File: src/ufc_pkg.sv
// ufc_pkg: offsets, fields, resets and types of the fifo and line format block
// assumes a 32-bit axi4-lite slave with 8-bit registers in the low byte, except the count word with rx and tx counts in two halves
package ufc_pkg;
	localparam logic [7:0] OFS_DATA      = 8'h00;
	localparam logic [7:0] OFS_AUX       = 8'h04;
	localparam logic [7:0] OFS_FIFO_CTRL = 8'h08;
	localparam logic [7:0] OFS_LINE_CTRL = 8'h0c;
	localparam logic [7:0] OFS_FEAT_CTRL = 8'h10;
	localparam logic [7:0] OFS_ENH_FEAT  = 8'h14;
	localparam logic [7:0] OFS_RX_LEVEL  = 8'h18;
	localparam logic [7:0] OFS_TX_LEVEL  = 8'h1c;
	localparam logic [7:0] OFS_STATUS    = 8'h20;
	localparam logic [7:0] OFS_COUNT     = 8'h24;

	localparam logic [1:0] RESP_OKAY   = 2'h0;
	localparam logic [1:0] RESP_SLVERR = 2'h2;

	// fifo_control fields
	localparam int FC_ENABLE  = 0;
	localparam int FC_RX_RST  = 1;
	localparam int FC_TX_RST  = 2;
	localparam int FC_DMA     = 3;
	localparam int FC_TX_TRIG = 4;
	localparam int FC_RX_TRIG = 6;
	// line_control fields, then the enhanced bit and the table select field
	localparam int LC_WLEN   = 0;
	localparam int LC_STOP   = 2;
	localparam int LC_PEN    = 3;
	localparam int LC_EVEN   = 4;
	localparam int LC_FORCE  = 5;
	localparam int LC_BREAK  = 6;
	localparam int LC_DLAB   = 7;
	localparam int EF_ENH    = 4;
	localparam int FT_TABLE  = 6;

	localparam logic [7:0] LINE_CTRL_RST = 8'h00;
	localparam logic [7:0] FEAT_CTRL_RST = 8'h00;
	localparam logic [7:0] ENH_FEAT_RST  = 8'h00;
	localparam logic [7:0] RX_LEVEL_RST  = 8'h01;
	localparam logic [7:0] TX_LEVEL_RST  = 8'h01;
	localparam logic [7:0] DIV_LOW_RST   = 8'h01;
	localparam logic [7:0] DIV_HIGH_RST  = 8'h00;
	localparam logic [7:0] DIV_FRAC_RST  = 8'h00;

	localparam logic [8:0] FIFO_DEPTH = 9'h100;
	localparam logic [8:0] ONE_SLOT   = 9'h001;

	localparam logic [7:0]      TX_TRIG_A = 8'h01;
	localparam logic [3:0][7:0] RX_TRIG_A = {8'h0e, 8'h08, 8'h04, 8'h01};
	localparam logic [3:0][7:0] RX_TRIG_B = {8'h1c, 8'h18, 8'h10, 8'h08};
	localparam logic [3:0][7:0] TX_TRIG_B = {8'h1e, 8'h18, 8'h08, 8'h10};
	localparam logic [3:0][7:0] RX_TRIG_C = {8'h3c, 8'h38, 8'h10, 8'h08};
	localparam logic [3:0][7:0] TX_TRIG_C = {8'h38, 8'h20, 8'h10, 8'h08};

	localparam logic [3:0] WORD_MIN      = 4'h5;
	localparam logic [2:0] STOP_ONE      = 3'h2;
	localparam logic [2:0] STOP_ONE_HALF = 3'h3;
	localparam logic [2:0] STOP_TWO      = 3'h4;

	typedef enum logic [1:0] {TBL_A = 2'b00, TBL_B = 2'b01, TBL_C = 2'b10, TBL_D = 2'b11} ufc_tbl_e;
	typedef enum logic [2:0] {PAR_NONE = 3'b000, PAR_ODD = 3'b001, PAR_EVEN = 3'b010,
		PAR_MARK = 3'b011, PAR_SPACE = 3'b100} ufc_par_e;

	// stop length counted in half bit times
	typedef struct packed {
		logic [3:0] word_bits;
		logic [2:0] stop_halves;
		ufc_par_e   parity;
		logic       brk;
	} ufc_fmt_s;

	function automatic logic [8:0] cnt_step(input logic [8:0] c, input logic inc, input logic dec);
		case ({inc, dec})
			2'b10: return c + ONE_SLOT;
			2'b01: return c - ONE_SLOT;
			default: return c;
		endcase
	endfunction

	function automatic logic reg_mapped(input logic [7:0] a);
		return (a[1:0] == 2'b00) && (a <= OFS_COUNT);
	endfunction
endpackage

File: src/ufc_top.sv
// ufc_top: fifo control and line format registers of one uart channel
// assumes fifo storage, shifters and baud logic sit outside, driven by these ports
// Operation
// - fifo control reads back nothing
// - fifo enable bit enables both fifos
// - other fields load only with enable set
// - tx reset clears tx pointers and count
// - rx reset clears rx pointers and count
// - dma mode bit stored, no effect
// - rx condition when count reaches rx level
// - tx condition on falling below, or on emptying unless filled above the level
// - tx level select needs enhanced enable
// - one table select serves both directions
// - table a and b level sets
// - table c levels, table d programmable
// - selects reset to zero, levels one
// - line control readable and writable
// - divisor access bit redirects shared addresses
// - break bit holds tx output low
// - parity scheme from bits five to three
// - bits one to zero give length
// - bit two gives stop length
// - bit three enables parity both ways
//
// Implementation choices: the AXI4-Lite interface to the registers and the placing of the registers.
`timescale 1ns/1ps
module ufc_top (
	// clock and reset
	input  wire logic        aclk,
	input  wire logic        aresetn,
	// axi4-lite write
	input  wire logic        awvalid,
	output logic             awready,
	input  wire logic [7:0]  awaddr,
	input  wire logic        wvalid,
	output logic             wready,
	input  wire logic [31:0] wdata,
	input  wire logic [3:0]  wstrb,
	output logic             bvalid,
	input  wire logic        bready,
	output logic      [1:0]  bresp,
	// axi4-lite read
	input  wire logic        arvalid,
	output logic             arready,
	input  wire logic [7:0]  araddr,
	output logic             rvalid,
	input  wire logic        rready,
	output logic      [31:0] rdata,
	output logic      [1:0]  rresp,
	// tx fifo storage side
	output logic             tx_push,
	output logic      [7:0]  tx_wdata,
	output logic      [7:0]  tx_wr_ptr,
	output logic      [7:0]  tx_rd_ptr,
	input  wire logic        tx_pop,
	// rx fifo storage side
	input  wire logic        rx_push,
	output logic      [7:0]  rx_wr_ptr,
	output logic      [7:0]  rx_rd_ptr,
	input  wire logic [7:0]  rx_rdata,
	// line side
	input  wire logic        tx_serial,
	output logic             tx_out,
	output ufc_pkg::ufc_fmt_s fmt,
	output logic      [7:0]  divisor_low,
	output logic      [7:0]  divisor_high,
	output logic      [7:0]  divisor_fraction,
	// status
	output logic             fifo_en,
	output logic             rx_int_cond,
	output logic             tx_int_cond
);
	typedef struct packed {
		logic [7:0] awaddr;
		logic       aw_held;
		logic [7:0] wbyte;
		logic       wstrb0;
		logic       w_held;
		logic       bvalid;
		logic [1:0] bresp;
		logic       rvalid;
		logic [31:0] rdata;
		logic [1:0] rresp;
		logic       fifo_en;
		logic       dma_mode;
		logic [1:0] rx_sel;
		logic [1:0] tx_sel;
		logic [7:0] line_control;
		logic [7:0] feature_control;
		logic [7:0] enhanced_feature_reg;
		logic [7:0] rx_level_reg;
		logic [7:0] tx_level_reg;
		logic [7:0] divisor_low;
		logic [7:0] divisor_high;
		logic [7:0] divisor_fraction;
		logic [7:0] scratch;
		logic [7:0] tx_wr_ptr;
		logic [7:0] tx_rd_ptr;
		logic [7:0] rx_wr_ptr;
		logic [7:0] rx_rd_ptr;
		logic [8:0] tx_cnt;
		logic [8:0] rx_cnt;
		logic       tx_int;
		logic       tx_filled;
		logic       tx_push;
		logic [7:0] tx_wdata;
	} ufc_state_s;

	localparam ufc_state_s ST_RST = '{
		line_control:         ufc_pkg::LINE_CTRL_RST,
		feature_control:      ufc_pkg::FEAT_CTRL_RST,
		enhanced_feature_reg: ufc_pkg::ENH_FEAT_RST,
		rx_level_reg:         ufc_pkg::RX_LEVEL_RST,
		tx_level_reg:         ufc_pkg::TX_LEVEL_RST,
		divisor_low:          ufc_pkg::DIV_LOW_RST,
		divisor_high:         ufc_pkg::DIV_HIGH_RST,
		divisor_fraction:     ufc_pkg::DIV_FRAC_RST,
		default:              '0
	};

	ufc_state_s st_reg;
	ufc_state_s st_next;
	logic       dlab;
	logic       wr_fire;
	logic       rd_fire;
	logic       fc_wr;
	logic       fc_ok;
	logic       tx_clr;
	logic       rx_clr;
	logic       wr_data;
	logic       rd_data;
	logic       rd_status;
	logic [8:0] cap;
	logic       tx_inc;
	logic       tx_dec;
	logic       rx_inc;
	logic       rx_dec;
	logic [8:0] tx_step;
	logic [8:0] rx_step;
	logic [7:0] rx_level;
	logic [7:0] tx_level;
	logic [8:0] tx_trig;
	logic [8:0] rx_trig;
	logic       tx_fell;
	logic       tx_emptied;
	logic [31:0] rd_word;

	// one table select feeds both directions
	ufc_trig_lut u_lut (
		.table_sel (st_reg.feature_control[ufc_pkg::FT_TABLE +: 2]),
		.rx_sel    (st_reg.rx_sel),
		.tx_sel    (st_reg.tx_sel),
		.rx_prog   (st_reg.rx_level_reg),
		.tx_prog   (st_reg.tx_level_reg),
		.rx_level  (rx_level),
		.tx_level  (tx_level)
	);

	assign dlab      = st_reg.line_control[ufc_pkg::LC_DLAB];
	assign awready   = !st_reg.aw_held && !st_reg.bvalid;
	assign wready    = !st_reg.w_held && !st_reg.bvalid;
	assign arready   = !st_reg.rvalid;
	assign wr_fire   = st_reg.aw_held && st_reg.w_held;
	assign rd_fire   = arvalid && arready;
	assign fc_wr     = wr_fire && st_reg.wstrb0 && st_reg.awaddr == ufc_pkg::OFS_FIFO_CTRL;
	assign fc_ok     = fc_wr && st_reg.wbyte[ufc_pkg::FC_ENABLE];
	assign tx_clr    = fc_ok && st_reg.wbyte[ufc_pkg::FC_TX_RST];
	assign rx_clr    = fc_ok && st_reg.wbyte[ufc_pkg::FC_RX_RST];
	assign wr_data   = wr_fire && st_reg.wstrb0 && st_reg.awaddr == ufc_pkg::OFS_DATA && !dlab;
	assign rd_data   = rd_fire && araddr == ufc_pkg::OFS_DATA && !dlab;
	assign rd_status = rd_fire && araddr == ufc_pkg::OFS_STATUS;

	// fifos disabled behave as a single holding slot
	assign cap     = st_reg.fifo_en ? ufc_pkg::FIFO_DEPTH : ufc_pkg::ONE_SLOT;
	assign tx_trig = st_reg.fifo_en ? {1'b0, tx_level} : ufc_pkg::ONE_SLOT;
	assign rx_trig = st_reg.fifo_en ? {1'b0, rx_level} : ufc_pkg::ONE_SLOT;
	assign tx_inc  = wr_data && st_reg.tx_cnt < cap;
	assign tx_dec  = tx_pop && st_reg.tx_cnt != 9'h000;
	assign rx_inc  = rx_push && st_reg.rx_cnt < cap;
	assign rx_dec  = rd_data && st_reg.rx_cnt != 9'h000;
	assign tx_step = ufc_pkg::cnt_step(st_reg.tx_cnt, tx_inc, tx_dec);
	assign rx_step = ufc_pkg::cnt_step(st_reg.rx_cnt, rx_inc, rx_dec);

	// a fifo reset is not a drain, so it raises nothing
	assign tx_fell    = !tx_clr && st_reg.tx_cnt >= tx_trig && tx_step < tx_trig;
	assign tx_emptied = !tx_clr && st_reg.tx_cnt != 9'h000 && tx_step == 9'h000
		&& !st_reg.tx_filled;

	always_comb
	begin
		rd_word = 32'h0000_0000;
		case (araddr)
			ufc_pkg::OFS_DATA:      rd_word = {24'h0, dlab ? st_reg.divisor_low : rx_rdata};
			ufc_pkg::OFS_AUX:       rd_word = {24'h0, dlab ? st_reg.divisor_high : st_reg.scratch};
			ufc_pkg::OFS_LINE_CTRL: rd_word = {24'h0, st_reg.line_control};
			ufc_pkg::OFS_FEAT_CTRL: rd_word = {24'h0, st_reg.feature_control};
			ufc_pkg::OFS_ENH_FEAT:  rd_word = {24'h0, st_reg.enhanced_feature_reg};
			ufc_pkg::OFS_RX_LEVEL:  rd_word = {24'h0, st_reg.rx_level_reg};
			ufc_pkg::OFS_TX_LEVEL:  rd_word = {24'h0, st_reg.tx_level_reg};
			ufc_pkg::OFS_STATUS:    rd_word = {24'h0, st_reg.fifo_en, st_reg.fifo_en, 2'b00,
				rx_int_cond, st_reg.tx_int, st_reg.dma_mode, st_reg.fifo_en};
			ufc_pkg::OFS_COUNT:     rd_word = dlab ? {24'h0, st_reg.divisor_fraction}
				: {7'h00, st_reg.rx_cnt, 7'h00, st_reg.tx_cnt};
			default:                rd_word = 32'h0000_0000;
		endcase
	end

	always_comb
	begin
		st_next = st_reg;
		st_next.tx_push = 1'b0;
		if (awvalid && awready)
		begin
			st_next.aw_held = 1'b1;
			st_next.awaddr  = awaddr;
		end
		if (wvalid && wready)
		begin
			st_next.w_held = 1'b1;
			st_next.wbyte  = wdata[7:0];
			st_next.wstrb0 = wstrb[0];
		end
		if (st_reg.bvalid && bready)
			st_next.bvalid = 1'b0;
		if (wr_fire)
		begin
			st_next.aw_held = 1'b0;
			st_next.w_held  = 1'b0;
			st_next.bvalid  = 1'b1;
			st_next.bresp   = ufc_pkg::reg_mapped(st_reg.awaddr) ? ufc_pkg::RESP_OKAY
				: ufc_pkg::RESP_SLVERR;
			// a write without lane 0 changes nothing
			if (st_reg.wstrb0)
			begin
				case (st_reg.awaddr)
					ufc_pkg::OFS_DATA:
					begin
						if (dlab)
							st_next.divisor_low = st_reg.wbyte;
						else if (tx_inc)
						begin
							st_next.tx_wdata = st_reg.wbyte;
							st_next.tx_push  = 1'b1;
						end
					end
					ufc_pkg::OFS_AUX:
					begin
						if (dlab)
							st_next.divisor_high = st_reg.wbyte;
						else
							st_next.scratch = st_reg.wbyte;
					end
					ufc_pkg::OFS_FIFO_CTRL:
					begin
						st_next.fifo_en = st_reg.wbyte[ufc_pkg::FC_ENABLE];
						if (st_reg.wbyte[ufc_pkg::FC_ENABLE])
						begin
							st_next.dma_mode = st_reg.wbyte[ufc_pkg::FC_DMA];
							st_next.rx_sel   = st_reg.wbyte[ufc_pkg::FC_RX_TRIG +: 2];
							if (st_reg.enhanced_feature_reg[ufc_pkg::EF_ENH])
								st_next.tx_sel = st_reg.wbyte[ufc_pkg::FC_TX_TRIG +: 2];
						end
					end
					ufc_pkg::OFS_LINE_CTRL: st_next.line_control         = st_reg.wbyte;
					ufc_pkg::OFS_FEAT_CTRL: st_next.feature_control      = st_reg.wbyte;
					ufc_pkg::OFS_ENH_FEAT:  st_next.enhanced_feature_reg = st_reg.wbyte;
					ufc_pkg::OFS_RX_LEVEL:  st_next.rx_level_reg         = st_reg.wbyte;
					ufc_pkg::OFS_TX_LEVEL:  st_next.tx_level_reg         = st_reg.wbyte;
					ufc_pkg::OFS_COUNT:
					begin
						if (dlab)
							st_next.divisor_fraction = st_reg.wbyte;
					end
					default: ;
				endcase
			end
		end
		if (rd_fire)
		begin
			st_next.rvalid = 1'b1;
			st_next.rdata  = rd_word;
			st_next.rresp  = ufc_pkg::reg_mapped(araddr) ? ufc_pkg::RESP_OKAY
				: ufc_pkg::RESP_SLVERR;
		end
		else if (st_reg.rvalid && rready)
			st_next.rvalid = 1'b0;

		// pointer resets leave the shifters outside untouched
		if (tx_clr)
		begin
			st_next.tx_wr_ptr = 8'h00;
			st_next.tx_rd_ptr = 8'h00;
			st_next.tx_cnt    = 9'h000;
			st_next.tx_filled = 1'b0;
		end
		else
		begin
			if (tx_inc)
				st_next.tx_wr_ptr = st_reg.tx_wr_ptr + 8'h01;
			if (tx_dec)
				st_next.tx_rd_ptr = st_reg.tx_rd_ptr + 8'h01;
			st_next.tx_cnt = tx_step;
			if (tx_step > tx_trig)
				st_next.tx_filled = 1'b1;
			else if (tx_step == 9'h000)
				st_next.tx_filled = 1'b0;
		end
		if (rx_clr)
		begin
			st_next.rx_wr_ptr = 8'h00;
			st_next.rx_rd_ptr = 8'h00;
			st_next.rx_cnt    = 9'h000;
		end
		else
		begin
			// a character arriving into a full fifo is dropped
			if (rx_inc)
				st_next.rx_wr_ptr = st_reg.rx_wr_ptr + 8'h01;
			if (rx_dec)
				st_next.rx_rd_ptr = st_reg.rx_rd_ptr + 8'h01;
			st_next.rx_cnt = rx_step;
		end

		// set beats the clear from a data write or status read
		if (tx_fell || tx_emptied)
			st_next.tx_int = 1'b1;
		else if (wr_data || rd_status)
			st_next.tx_int = 1'b0;
	end

	always_ff @(posedge aclk)
	begin
		if (!aresetn)
			st_reg <= ST_RST;
		else
			st_reg <= st_next;
	end

	always_comb
	begin
		fmt.word_bits = ufc_pkg::WORD_MIN
			+ {2'b00, st_reg.line_control[ufc_pkg::LC_WLEN +: 2]};
		if (!st_reg.line_control[ufc_pkg::LC_STOP])
			fmt.stop_halves = ufc_pkg::STOP_ONE;
		else if (st_reg.line_control[ufc_pkg::LC_WLEN +: 2] == 2'b00)
			fmt.stop_halves = ufc_pkg::STOP_ONE_HALF;
		else
			fmt.stop_halves = ufc_pkg::STOP_TWO;
		if (!st_reg.line_control[ufc_pkg::LC_PEN])
			fmt.parity = ufc_pkg::PAR_NONE;
		else
		begin
			case ({st_reg.line_control[ufc_pkg::LC_FORCE], st_reg.line_control[ufc_pkg::LC_EVEN]})
				2'b00:   fmt.parity = ufc_pkg::PAR_ODD;
				2'b01:   fmt.parity = ufc_pkg::PAR_EVEN;
				2'b10:   fmt.parity = ufc_pkg::PAR_MARK;
				default: fmt.parity = ufc_pkg::PAR_SPACE;
			endcase
		end
		fmt.brk = st_reg.line_control[ufc_pkg::LC_BREAK];
	end

	assign tx_out           = st_reg.line_control[ufc_pkg::LC_BREAK] ? 1'b0 : tx_serial;
	assign rx_int_cond      = st_reg.rx_cnt >= rx_trig;
	assign tx_int_cond      = st_reg.tx_int;
	assign fifo_en          = st_reg.fifo_en;
	assign bvalid           = st_reg.bvalid;
	assign bresp            = st_reg.bresp;
	assign rvalid           = st_reg.rvalid;
	assign rdata            = st_reg.rdata;
	assign rresp            = st_reg.rresp;
	assign tx_push          = st_reg.tx_push;
	assign tx_wdata         = st_reg.tx_wdata;
	assign tx_wr_ptr        = st_reg.tx_wr_ptr;
	assign tx_rd_ptr        = st_reg.tx_rd_ptr;
	assign rx_wr_ptr        = st_reg.rx_wr_ptr;
	assign rx_rd_ptr        = st_reg.rx_rd_ptr;
	assign divisor_low      = st_reg.divisor_low;
	assign divisor_high     = st_reg.divisor_high;
	assign divisor_fraction = st_reg.divisor_fraction;
endmodule

File: src/ufc_trig_lut.sv
// ufc_trig_lut: trigger level lookup over the four shared tables
// assumes selects come straight from the control registers
`timescale 1ns/1ps
module ufc_trig_lut (
	// selects
	input  wire logic [1:0] table_sel,
	input  wire logic [1:0] rx_sel,
	input  wire logic [1:0] tx_sel,
	// programmable levels
	input  wire logic [7:0] rx_prog,
	input  wire logic [7:0] tx_prog,
	// levels
	output logic      [7:0] rx_level,
	output logic      [7:0] tx_level
);
	always_comb
	begin
		case (ufc_pkg::ufc_tbl_e'(table_sel))
			ufc_pkg::TBL_A:
			begin
				rx_level = ufc_pkg::RX_TRIG_A[rx_sel];
				tx_level = ufc_pkg::TX_TRIG_A;
			end
			ufc_pkg::TBL_B:
			begin
				rx_level = ufc_pkg::RX_TRIG_B[rx_sel];
				tx_level = ufc_pkg::TX_TRIG_B[tx_sel];
			end
			ufc_pkg::TBL_C:
			begin
				rx_level = ufc_pkg::RX_TRIG_C[rx_sel];
				tx_level = ufc_pkg::TX_TRIG_C[tx_sel];
			end
			default:
			begin
				// selects ignored, levels fully programmable
				rx_level = rx_prog;
				tx_level = tx_prog;
			end
		endcase
	end
endmodule

File: config.mk
export PLATFORM = sky130hd
export DESIGN_NAME = ufc_top
export DESIGN_NICKNAME = d
export VERILOG_FILES = /design/src/ufc_pkg.sv /design/src/ufc_top.sv /design/src/ufc_trig_lut.sv
export SDC_FILE = /design/constraint.sdc
export NUM_CORES = 1
export LEC_CHECK = 0
export BUFFER_PORTS_ARGS = -buffer_cell sky130_fd_sc_hd__buf_2
export CAP_MARGIN = 20
export CORE_MARGIN = 5
export CORE_UTILIZATION = 50
export CTS_CLUSTER_DIAMETER = 60
export DETAILED_ROUTE_END_ITERATION = 12
export PLACE_DENSITY_LB_ADDON = 0.25
export SETUP_SLACK_MARGIN = 0.02
export SYNTH_ARGS = -nofsm -noshare
export SYNTH_HDL_FRONTEND = slang
export SYNTH_SLANG_ARGS = --single-unit
File: constraint.sdc
create_clock -name aclk -period 4.8 [get_ports aclk]
set_clock_uncertainty 0.15 [all_clocks]
set_input_delay 0.72 -clock aclk [delete_from_list [all_inputs] [get_ports aclk]]
set_output_delay 0.72 -clock aclk [all_outputs]
set_load 0.03 [all_outputs]
Yosys cells after proc, flatten, opt, wreduce, memory -nomap -nowiden
Cells that the tools add are included.
{"block": "classes", "n_lt_le_gt_ge": 10, "bitwise_logic": 5, "n_mux": 37, "n_reduce_logical": 70, "add_sub_neg": 9, "n_eq_ne": 24}
{"operator": "25-bit one-hot mux with 9 select lines", "count": 1}
{"operator": "8-bit binary-select mux with 2-bit select", "count": 5}
{"operator": "8-bit 2-to-1 mux", "count": 9}
{"operator": "8-bit by 5-bit == test with 1-bit output (second input constant)", "count": 8}
{"operator": "8-bit one-hot mux with 3 select lines", "count": 2}
{"operator": "9-bit one-hot mux with 2 select lines", "count": 2}
{"operator": "8-bit by 1-bit adder with 8-bit output (second input constant)", "count": 4}
{"operator": "1-bit logical AND", "count": 29}
{"operator": "25-bit 2-to-1 mux", "count": 1}
{"operator": "8-bit by 4-bit == test with 1-bit output (second input constant)", "count": 3}
{"operator": "8-bit by 6-bit == test with 1-bit output (second input constant)", "count": 3}
{"operator": "4-bit AND reduction", "count": 5}
{"operator": "9-bit by 1-bit adder with 9-bit output (second input constant)", "count": 2}
{"operator": "9-bit by 8-bit greater-or-equal comparator with 1-bit output", "count": 2}
{"operator": "9-bit less-than comparator", "count": 2}
{"operator": "9-bit 2-to-1 mux", "count": 2}
{"operator": "3-bit AND reduction", "count": 6}
{"operator": "9-bit nonzero test", "count": 2}
{"operator": "9-bit by 1-bit subtractor with 9-bit output (second input constant)", "count": 2}
{"operator": "8-bit by 3-bit == test with 1-bit output (second input constant)", "count": 2}
{"operator": "8-bit by 6-bit less-or-equal comparator with 1-bit output (second input constant)", "count": 2}
{"operator": "8-bit logical NOT", "count": 2}
{"operator": "3-bit 2-to-1 mux", "count": 4}
{"operator": "2-bit logical NOT", "count": 5}
{"operator": "17 further kinds", "count": 50}
{"block": "totals", "inputBits": 70, "out_inout_bits": 121, "ff_bits": 196, "word_cells": 188}

Logic depth before layout (Yosys ltp)
Gate-level depths: netlist (run 1).
{"block": "depth", "ltp_word": 12, "depth_mapped": 18, "ltp_nobuf": 18}

Hierarchy
From an unflattened synthesis (run 1), not the netlist that was laid out.
{"block": "hier_totals", "hier_cells": 1225, "area_unflattened_um2": 10204.8}
{"mod": "ufc_top", "area_each_um2": 9904.5, "seq_area_each_um2": 3603.5, "instances": 1, "cells_per_inst": 1176}
{"mod": "ufc_trig_lut", "area_each_um2": 300.3, "seq_area_each_um2": 0.0, "instances": 1, "cells_per_inst": 49}

Least setup slack after synthesis (run 1)
Ideal clock, no wire load.
{"block": "synth_path", "path_kind": "flip-flop to flip-flop", "from": "reg st_reg, in the netlist fifo_en", "to": "reg st_reg, in the netlist tx_int_cond", "required_ps": 4592, "setup_time_ps": 58, "arrival_ps": 4178, "path_stages_with_launch": 18, "setup_slack_ps": 415, "cell_sequence": "dfxtp_1 inv_1 ha_1 inv_1 a31oi_1 or3_1 ha_1 fa_1 a21o_1 a211o_1 a31o_2 ha_1 o21a_1 o211ai_1 a21oi_1 a211o_1 o32ai_1 a31o_2"}
{"block": "synth_between", "elab_chain_cells": 10, "elab_cells_between_ends": 17}
{"element": "start, declared", "line": "ufc_top.sv:121", "source": "ufc_state_s st_reg;"}
{"element": "start signal, assigned", "line": "ufc_top.sv:336", "source": "st_reg <= st_next;"}
{"element": "9-bit 2-to-1 mux *", "line": "ufc_top.sv:174", "source": "assign cap = st_reg.fifo_en ? ufc_pkg::FIFO_DEPTH : ufc_pkg::ONE_SLOT;"}
{"element": "9-bit less-than comparator *", "line": "ufc_top.sv:177", "source": "assign tx_inc = wr_data && st_reg.tx_cnt < cap;"}
{"element": "1-bit logical AND *", "line": "ufc_top.sv:177"}
{"element": "2-bit by 1-bit == test with 1-bit output / 2-bit == test (equally long branches)", "line": "ufc_pkg.sv:73", "source": "case ({inc, dec})"}
{"element": "9-bit one-hot mux with 2 select lines *", "line": "ufc_pkg.sv:73"}
{"element": "net tx_step[4]", "line": "ufc_top.sv:138", "source": "logic [8:0] tx_step;"}
{"element": "parallel branches: the longest is 3 deep, another holds 9-bit by 8-bit less-than comparator with 1-bit output"}
{"element": "1-bit logical OR *", "line": "ufc_top.sv:325", "source": "if (tx_fell || tx_emptied)"}
{"element": "1-bit 2-to-1 mux / 2-bit nonzero test (equally long branches)"}
Mark *: on every way through the listed nets, which the timed path passes.
A chain may end at the register's enable or synchronous reset.

Final worst setup path (run 1)
{"block": "layout_path", "from": "reg st_reg[188] (netlist name)", "to": "reg st_reg, in the netlist tx_int_cond"}
{"block": "layout_between", "elab_chain_cells": 11, "elab_cells_between_ends": 23}
{"element": "8-bit logical NOT *", "line": "ufc_top.sv:169", "source": "assign wr_data = wr_fire && st_reg.wstrb0 && st_reg.awaddr == ufc_pkg::OFS_DATA && !dlab;"}
{"element": "1-bit logical AND * (2 in a row)", "line": "ufc_top.sv:169"}
{"element": "1-bit logical AND *", "line": "ufc_top.sv:177"}
{"element": "2-bit by 1-bit == test with 1-bit output / 2-bit == test (equally long branches)", "line": "ufc_pkg.sv:73"}
{"element": "9-bit one-hot mux with 2 select lines *", "line": "ufc_pkg.sv:73"}
{"element": "net tx_step[7]", "line": "ufc_top.sv:138"}
{"element": "parallel branches: the longest is 3 deep, another holds 9-bit by 8-bit less-than comparator with 1-bit output"}
{"element": "1-bit logical OR *", "line": "ufc_top.sv:325"}
{"element": "1-bit 2-to-1 mux / 2-bit nonzero test (equally long branches)"}
Marks and branches as above.

==> results of run 1 <==
[through the flow]
step	instance area (sq um)	worst slack, ns
after floorplan	10300	0.415
after global placement	10600	0.172
after detailed placement	10600	0.111
after CTS	11200	0.0872
after global routing	11200	0.0242
final	11200	0.216
[critical path: stages (launching register included)]
cell and delay (ns):
dfxtp_1 0.33, or4_1 0.58, nor2_2 0.18, nand2_1 0.11
or3_1 0.40, ha_2 0.27, buf_4 0.17, ha_1 0.21
or2_2 0.32, a211oi_1 0.22, mux2_2 0.38, nor2_1 0.14
ha_1 0.28, o211ai_1 0.10, a21oi_1 0.07, a211o_1 0.30
o32ai_1 0.13, a31o_2 0.19
[final cells by class]
| class | count | area (sq um) | share of cell area |
|---|---|---|---|
| Clock buffer | 17 | 425 | 0.0381 |
| Clock inverter | 15 | 160 | 0.0143 |
| Timing Repair Buffer | 170 | 908 | 0.0813 |
| Tap cell | 270 | 338 | 0.0302 |
| Sequential cell | 180 | 3600 | 0.323 |
| Multi-Input combinational cell | 836 | 5610 | 0.502 |
| Inverter | 33 | 125 | 0.0112 |
[worst max-delay path by stage]
| stage | depth (start not counted) | start | end |
|---|---|---|---|
| after floorplan | 17 | fifo_en$_SDFFE_PN0P_ | tx_int_cond$_SDFFE_PN0P_ |
| after global placement | 16 | st_reg[188]$_SDFFE_PN0P_ | tx_int_cond$_SDFFE_PN0P_ |
| after detailed placement | 17 | st_reg[188]$_SDFFE_PN0P_ | tx_int_cond$_SDFFE_PN0P_ |
| after CTS | 16 | st_reg[188]$_SDFFE_PN0P_ | tx_int_cond$_SDFFE_PN0P_ |
| after global routing | 16 | st_reg[188]$_SDFFE_PN0P_ | tx_int_cond$_SDFFE_PN0P_ |
| final | 17 | st_reg[188]$_SDFFE_PN0P_ | tx_int_cond$_SDFFE_PN0P_ |
[per-layer routing]
| metal | GRT usage | vias to the layer above | share of wire |
|---|---|---|---|
| met5 | 0 | - | 0 |
| met4 | 0.0441 | 0 | 0.011 |
| met3 | 0.0546 | 26 | 0.065 |
| met2 | 0.372 | 254 | 0.47 |
| met1 | 0.300 | 3969 | 0.45 |
| li1 | - | 4137 | - |
[cell usage in the layout, fill, tap and decap left out, drive strengths merged, types with 3 or more instances in the layout]
cell type / instances
a211o: 4
a211oi: 9
a21o: 9
a21oi: 53
a221oi: 4
a22oi: 21
a31o: 5
a31oi: 7
and2: 13
and3: 9
buf: 170
clkbuf: 17
clkinv: 6
conb: 16
dfxtp: 180
ha: 54
inv: 40
mux2: 17
mux2i: 90
mux4: 6
nand2: 117
nand2b: 15
nand3: 28
nand4: 15
nor2: 158
nor2b: 14
nor3: 16
nor3b: 4
nor4: 7
nor4b: 5
o211ai: 6
o21a: 3
o21ai: 35
o22ai: 5
o31a: 3
or2: 4
or3: 5
or4: 3
xnor2: 13
xor2: 24
[kinds of logic (layout without fill, tap and decap cells)]
family                     after synthesis  after routing  share of synthesized area
DFF                                    180            180                      0.351
AOI/OAI and AO/OA                      190            190                      0.122
xor gates and xnor gates                37             37                     0.0316
other                                    1             16                   0.000365
adders and majority gates               58             58                     0.0717
muxes                                  113            113                      0.120
and+or+nand+nor                        422            422                      0.195
buffers and inverters                  195            235                      0.109
[power groups by stage]
stage	clock network, mW	logic [mW]	registers (mW)
finish	1.40	1.08	1.64
global route	1.49	1.20	1.65
CTS	1.42	1.06	1.64
detailed placement	0	1.05	1.68
global placement	0	1.04	1.68
floorplan	0	0.801	1.64
==> out/results.tsv, run 1 <==
metric	value	unit
synth.top_cells.by_area	dfxtp_1, mux2i_1, buf_4	
grt_max_degree	52	
reg2reg_to	tx_int_cond$_SDFFE_PN0P_	
utilization	0.552	
holdPathStages	2	
vias_per_cell	5.51	
drtPass1Iterations	5	
ir_worst_vdd	0.000266	V
p_sw	1.36	mW
hp-start	rdata[4]$_SDFFE_PN0P_	
power_density	369	mW/mm^2
rsz0062_at_grt	false	
remaining_drc_errors	0	
cts_hold_buf	0	
ys_ff_latch	180	
timing.final.crit_share	0.955	
clock-sinks	180	
hold_ws	0.303	ns
synth_area	0.0103	sq mm
nNetsFinal	1364	
critPathCaptureType	flip-flop	
final_cells	1521	
dp.cells	1489	
timing.slew.headroom	0.218	
netSwitchingFraction	0.331	
p_leak	4.61	nW
cts-buffers-inserted	17	
intPower	2.76	mW
worstHoldPathType	reg -> reg	
die_width	153	um
pwr-share-clk	0.339	
worst-r2r-setup-slack	0.22	ns
reg2reg_from	st_reg[188]$_SDFFE_PN0P_	
syn_avg_cell_area	8.58	sq um
critPathMaxFanout	6	
postCtsSetupBuffers	0	
clock-root-buffer	clkbuf_16	
ant_nets	0	
totalWireLength	27000	um
synth.distinct_cells	74	
initial_utilization	0.507	
yosys.area.top_type	dfxtp_1	
cts_max_level	4	
yosysWarnings	0	
cts_resized	0	
largest_register_ffs	89	
max_cap_viol_count	0	
clk_latency	0.44	ns
ys_top_cells_by_count	dfxtp_1, nor2_1, nand2_1	
diodes	0	
die_area	0.0235	sq mm
cp.arrival	4.82	ns
finalSetupViolCount	0	
finalHoldViolCount	0	
core_area	0.0202	sq mm
track_usage	0.224	
outcome	finished, final reports clean	
drive_gt1_frac	0.198	
reg2regPathDepth	17	
synth_ff_type	dfxtp_1	
port_buffers	147	
gp_congestion	0.922	
row_count	52	
vias	8386	
timing.critical_path.from_type	flip-flop	
sequentialPowerShare	0.399	
comb_power_share	0.262	
cp_data_required_time	5.03	ns
synthCells	1196	
tritoncts	done	
slew_viol_final	0	
antenna_found_initial	0	
grt_pass1_vias	7961	
fin_crit	4.58	ns
netlist.area_leader.share	0.351	
grt_remaining_overflow	0	
max_freq	0.218	GHz
synth_async_sr_flop_share	0	
cts_buffer_depth	2	
p_total	4.12	mW
holdPathEnd	rdata[4]$_SDFFE_PN0P_	
die_h	153	um
tns	0	ns
synth.yosys.seq_area_share	0.351	
grt_pass1_wl	42900	um
pin_count	191	
drt-initial-drc-count	543	
yosysMostFrequentCell	dfxtp_1	
dp_hpwl	19800	um
critical_path_class	reg -> reg	
clk_pin_slew	0.07	ns
synth_edf_count	0	
fillCellCount	1903	
wl_per_cell	17.8	um
tightest_slew	1.17	ns
syn_to_final_growth	8.85	%
(Power assumes the default switching activity.)
==> run 2, diff against run 1 <==
--- a/config.mk
+++ b/config.mk
@@ -8,7 +8,7 @@
 export BUFFER_PORTS_ARGS = -buffer_cell sky130_fd_sc_hd__buf_2
 export CAP_MARGIN = 20
 export CORE_MARGIN = 5
-export CORE_UTILIZATION = 50
+export CORE_UTILIZATION = 57
 export CTS_CLUSTER_DIAMETER = 60
 export DETAILED_ROUTE_END_ITERATION = 12
 export PLACE_DENSITY_LB_ADDON = 0.25
==> out/results.tsv, run 2 (synthesis results as in run 1) <==
metric	value	unit	change
finalSetupViolCount	0		unchanged
p_total	4.11	mW	was 4.12 mW
cts-buffers-inserted	17		unchanged
dp.cells	1457		was 1489
nNetsFinal	1373		was 1364
syn_to_final_growth	8.95	%	was 8.85%
mostFrequentLayoutCells	dfxtp_1, nor2_1, buf_2		unchanged
layout_commonest_cell	dfxtp_1		unchanged
slew_viol_final	0		unchanged
sequentialPowerShare	0.394		was 0.399
power_density	368	mW/mm^2	was 369 mW/mm^2
max_freq	0.219	GHz	was 0.218 GHz
drtPass1Iterations	6		was 5
grt_pass1_wl	42200	um	was 42900 um
tns	0	ns	unchanged
ir_worst_vdd	0.000293	V	was 0.000266 V
cts_buffer_depth	2		unchanged
die_area	0.0208	sq mm	was 0.0235 sq mm
grt_pass1_vias	8073		was 7961
initial_utilization	0.575		was 0.507
finalHoldViolCount	0		unchanged
grt_remaining_overflow	0		unchanged
remaining_drc_errors	0		unchanged
diodes	0		unchanged
tritoncts	done		unchanged
outcome	finished, final reports clean		unchanged
timing.critical_path.from_type	flip-flop		unchanged
row_count	49		was 52
comb_power_share	0.270		was 0.262
design_area	0.0112	sq mm	about the same
pwr-share-clk	0.335		was 0.339
place_area	0.0106	sq mm	about the same
critPathCaptureType	flip-flop		unchanged
final_cells	1489		was 1521
seqCellArea	0.00360	sq mm	unchanged
fin_crit	4.57	ns	was 4.58 ns
clock-sinks	180		unchanged
clk_pin_slew	0.08	ns	was 0.07 ns
timing.final.crit_share	0.952		was 0.955
multiInputGateArea	0.00560	sq mm	was 0.00561 sq mm
core_area	0.0178	sq mm	was 0.0202 sq mm
port_buffers	147		unchanged
rsz0062_at_grt	false		unchanged
hold_ws	0.299	ns	was 0.303 ns
gp_congestion	0.998		was 0.922
p_sw	1.38	mW	was 1.36 mW
cp_data_required_time	4.94	ns	was 5.03 ns
clk_latency	0.44	ns	about the same
dp_hpwl	19500	um	was 19800 um
grt_max_degree	86		was 52
reg2reg_from	st_reg[188]$_SDFFE_PN0P_		unchanged
reg2reg_to	st_reg[9]$_SDFFE_PP0P_		was tx_int_cond$_SDFFE_PN0P_
drive_gt1_frac	0.203		was 0.198
clock-root-buffer	clkbuf_16		unchanged
intPower	2.73	mW	was 2.76 mW
holdPathEnd	tx_wdata[6]$_SDFFE_PN0P_		was rdata[4]$_SDFFE_PN0P_
cts_max_level	4		unchanged
cp.arrival	4.71	ns	was 4.82 ns
critPathMaxFanout	6		unchanged
vias	8583		was 8386
max_cap_viol_count	0		unchanged
worst-r2r-setup-slack	0.23	ns	was 0.22 ns
hp-start	tx_wdata[6]$_SDFFE_PN0P_		was rdata[4]$_SDFFE_PN0P_
reg2regPathDepth	15		was 17
netSwitchingFraction	0.335		was 0.331
holdPathStages	2		unchanged
antenna_found_initial	0		unchanged
wl_per_cell	18.0	um	was 17.8 um
p_leak	4.65	nW	was 4.61 nW
tightest_slew	1.15	ns	was 1.17 ns
die_h	144	um	was 153 um
worstHoldPathType	reg -> reg		unchanged
critical_path_class	reg -> reg		unchanged
track_usage	0.256		was 0.224
drt-initial-drc-count	744		was 543
vias_per_cell	5.76		was 5.51
fillCellCount	1581		was 1903
totalWireLength	26800	um	was 27000 um
die_width	144	um	was 153 um
pin_count	191		unchanged
ant_nets	0		unchanged
largest_register_ffs	89		unchanged
timing.slew.headroom	0.229		was 0.218
==> run 2: power by group through the flow <==
stage	sequential [mW]	combinational (mW)	clock [mW]
after global routing	1.63	1.22	1.47
after detailed placement	1.65	1.10	0
after CTS	1.62	1.10	1.40
after floorplan	1.64	0.801	0
after global placement	1.65	1.08	0
final	1.62	1.11	1.38
==> run 2: repair_timing <==
action,4_1_cts,5_1_grt
endpoints found under the setup margin,0,2
buffers inserted,0,0
hold buffers,0,0
resized for setup,0,2
==> run 2: how the worst max path moves through the flow <==
| stage | startpoint | to | depth (start not counted) |
|---|---|---|---|
| floorplan | fifo_en$_SDFFE_PN0P_ | tx_int_cond$_SDFFE_PN0P_ | 17 |
| global placement | st_reg[188]$_SDFFE_PN0P_ | tx_int_cond$_SDFFE_PN0P_ | 15 |
| detailed placement | st_reg[188]$_SDFFE_PN0P_ | st_reg[9]$_SDFFE_PP0P_ | 17 |
| CTS | st_reg[188]$_SDFFE_PN0P_ | st_reg[9]$_SDFFE_PP0P_ | 15 |
| global route | st_reg[188]$_SDFFE_PN0P_ | st_reg[9]$_SDFFE_PP0P_ | 17 |
| finish | st_reg[188]$_SDFFE_PN0P_ | st_reg[9]$_SDFFE_PP0P_ | 15 |
==> run 2: metrics by stage <==
step,utilization,setup WS (ns)
5_1_grt,0.627,0.0875
2_1_floorplan,-,0.415
3_5_place_dp,0.594,0.126
3_3_place_gp,0.594,0.172
6_report,0.627,0.230
4_1_cts,0.626,0.105
==> run 2: metal layers <==
| layer | share of wire | vias to the layer above | wire length [um] | track usage |
|---|---|---|---|---|
| met5 | 0 | - | 0 | 0 |
| met4 | 0.034 | 0 | 911 | 0.105 |
| met3 | 0.078 | 61 | 2100 | 0.0556 |
| met2 | 0.46 | 332 | 12300 | 0.405 |
| met1 | 0.43 | 4016 | 11400 | 0.342 |
| li1 | - | 4174 | - | - |
==> run 2: worst max-delay path, stage by stage, from the launching register on <==
cell and delay, ns:
dfxtp_1 0.34, or4_1 0.57, nor2_2 0.20, nand2_1 0.10, or3_1 0.39, ha_2 0.27
fa_1 0.40, a21o_1 0.20, a211o_1 0.30, a31o_2 0.27, ha_1 0.21, a2111oi_0 0.40
a21oi_1 0.13, a211o_1 0.29, o21ai_0 0.09, a31oi_1 0.11
==> run 2: layout make-up <==
class	count	area share
multi-input cells	836	0.501
repair buffers	179	0.0873
well taps	229	0.0256
clock buffers	17	0.0380
flip-flops and latches	180	0.322
clock inverters	15	0.0144
inverters	33	0.0112
==> run 3, diff against run 2 <==
--- a/config.mk
+++ b/config.mk
@@ -11,7 +11,7 @@
 export CORE_UTILIZATION = 57
 export CTS_CLUSTER_DIAMETER = 60
 export DETAILED_ROUTE_END_ITERATION = 12
-export PLACE_DENSITY_LB_ADDON = 0.25
+export PLACE_DENSITY = 0.84
 export SETUP_SLACK_MARGIN = 0.02
 export SYNTH_ARGS = -nofsm -noshare
 export SYNTH_HDL_FRONTEND = slang
==> out/results.tsv, run 3 (synthesis results as in run 1) <==
metric	value	unit	change
cts-buffers-inserted	17		unchanged
cts_hold_buf	0		unchanged
initial_utilization	0.575		unchanged
critPathCaptureType	flip-flop		unchanged
outcome	finished, final reports clean		unchanged
port_buffers	147		unchanged
clk_pin_slew	0.07	ns	was 0.08 ns
cpLargestDelayFamily	simple AND/OR/NAND/NOR gates		was compound AO/OA/AOI/OAI gates
slowest_delay	0.61	ns	was 0.57 ns
die_width	144	um	unchanged
nNetsFinal	1375		was 1373
finalHoldViolCount	0		unchanged
place_ws	0.102	ns	was 0.126 ns
critPathMaxFanout	6		unchanged
rsz0062_at_grt	false		unchanged
worstHoldPathType	reg -> reg		unchanged
dp_hpwl	20000	um	was 19500 um
track_usage	0.259		was 0.256
ant_nets	0		unchanged
vias_per_cell	5.86		was 5.76
fillCellCount	1497		was 1581
die_area	0.0208	sq mm	unchanged
power_density	373	mW/mm^2	was 368 mW/mm^2
die_h	144	um	unchanged
clock-root-buffer	clkbuf_16		unchanged
core_area	0.0178	sq mm	unchanged
fin_crit	4.57	ns	about the same
finalSetupViolCount	0		unchanged
max_freq	0.219	GHz	about the same
grt_pass1_vias	8241		was 8073
cts_max_level	4		unchanged
row_count	49		unchanged
max_cap_viol_count	0		unchanged
tritoncts	done		unchanged
cts_buffer_depth	2		unchanged
critical_path_class	reg -> reg		unchanged
gp_congestion	0.996		was 0.998
largest_register_ffs	89		unchanged
timing.critical_path.from_type	flip-flop		unchanged
wl_per_cell	18.3	um	was 18.0 um
grt_pass1_wl	42600	um	was 42200 um
crit_chain	or4_1, nor2_4, nand2_1, or3_1, ha_2, buf_4, ha_1, or2_2, a211oi_1, mux2_2, nor2_1, ha_1, o211ai_1, a21oi_1, a211o_1, o32ai_1, a31o_2		was or4_1, nor2_2, nand2_1, or3_1, ha_2, fa_1, a21o_1, a211o_1, a31o_2, ha_1, a2111oi_0, a21oi_1, a211o_1, o21ai_0, a31oi_1
tightest_slew	1.13	ns	was 1.15 ns
drive_gt1_frac	0.206		was 0.203
slew_viol_final	0		unchanged
timing.final.crit_share	0.952		about the same
pin_count	191		unchanged
syn_to_final_growth	9.58	%	was 8.95%
ir_worst_vdd	0.000266	V	was 0.000293 V
grt_max_degree	50		was 86
crit_buf_inv	1		was 0
clk_latency	0.44	ns	about the same
remaining_drc_errors	0		unchanged
postCtsSetupBuffers	0		unchanged
clock-sinks	180		unchanged
totalWireLength	27200	um	was 26800 um
tns	0	ns	unchanged
timing.critical_path.mode_cell	ha_1		was a211o_1
drtPass1Iterations	6		unchanged
cts_resized	0		unchanged
cp_data_required_time	5.03	ns	was 4.94 ns
vias	8734		was 8583
layout_commonest_cell	dfxtp_1		unchanged
setup_ws	0.230	ns	about the same
mostFrequentLayoutCells	dfxtp_1, nor2_1, buf_2		unchanged
critical-path-slowest-cell	or4_1		unchanged
cp.arrival	4.80	ns	was 4.71 ns
drt-initial-drc-count	822		was 744
antenna_found_initial	0		unchanged
timing.slew.headroom	0.246		was 0.229
grt_remaining_overflow	0		unchanged
diodes	0		unchanged
p_leak	4.67	nW	was 4.65 nW
## run 3: cell count changes in the layout (fill, tap and decap cells not counted), sizes merged
cell,previous run,this run
buf,179,181
bufinv,0,2
clkbuf,17,19
clkinv,6,5
clkinvlp,2,3
inv,40,36
## run 3: path summary, 6_finish.rpt
check                           startpoint                  endpoint  slack [ns]  depth (start not counted)
setup / recovery  st_reg[188]$_SDFFE_PN0P_  tx_int_cond$_SDFFE_PN0P_        0.23                         17
hold / removal    tx_wdata[7]$_SDFFE_PN0P_  tx_wdata[7]$_SDFFE_PN0P_        0.30                          2
setup reg to reg  st_reg[188]$_SDFFE_PN0P_  tx_int_cond$_SDFFE_PN0P_        0.23                         17
hold reg to reg   tx_wdata[7]$_SDFFE_PN0P_  tx_wdata[7]$_SDFFE_PN0P_        0.30                          2
## run 3: metrics by stage
step           hold slack (ns)  power, mW  instances  utilization  area [sq um]
2_1_floorplan            0.282       2.44       1211            -         10300
3_3_place_gp             0.287       2.71       1459        0.595         10600
3_5_place_dp             0.293       2.74       1459        0.595         10600
4_1_cts                  0.298       4.16       1491        0.629         11200
5_1_grt                  0.302       4.41       1491        0.630         11200
6_report                 0.298       4.19       1491        0.630         11200
## run 3: layout make-up
cell class	count	area (sq um)	area share
Clock buffer	19	443	0.0394
Clock inverter	13	171	0.0152
Multi-Input combinational cell	836	5630	0.500
Sequential cell	180	3600	0.320
Timing Repair Buffer	181	991	0.0881
Tap cell	229	287	0.0255
Inverter	33	125	0.0111
## run 3: where the power goes
| group | internal (mW) | switching (mW) | total [mW] | leakage (nW) |
|---|---|---|---|---|
| logic | 0.487 | 0.633 | 1.12 | 2.93 |
| clock network | 0.802 | 0.639 | 1.44 | 0.291 |
| registers | 1.55 | 0.0783 | 1.63 | 1.46 |
| total | 2.84 | 1.35 | 4.19 | 4.67 |
## run 3: layer usage
layer | track usage | vias up | routed length [um]
met5 | 0 | - | 0
met4 | 0.101 | 0 | 855
met3 | 0.0522 | 57 | 2250
met2 | 0.415 | 376 | 12600
met1 | 0.347 | 4144 | 11500
li1 | - | 4157 | -
## run 3: tightest hold or removal path: stages (launching register included)
cell and delay [ns]:
dfxtp_1 0.31, nand2_1 0.05, a21oi_1 0.05
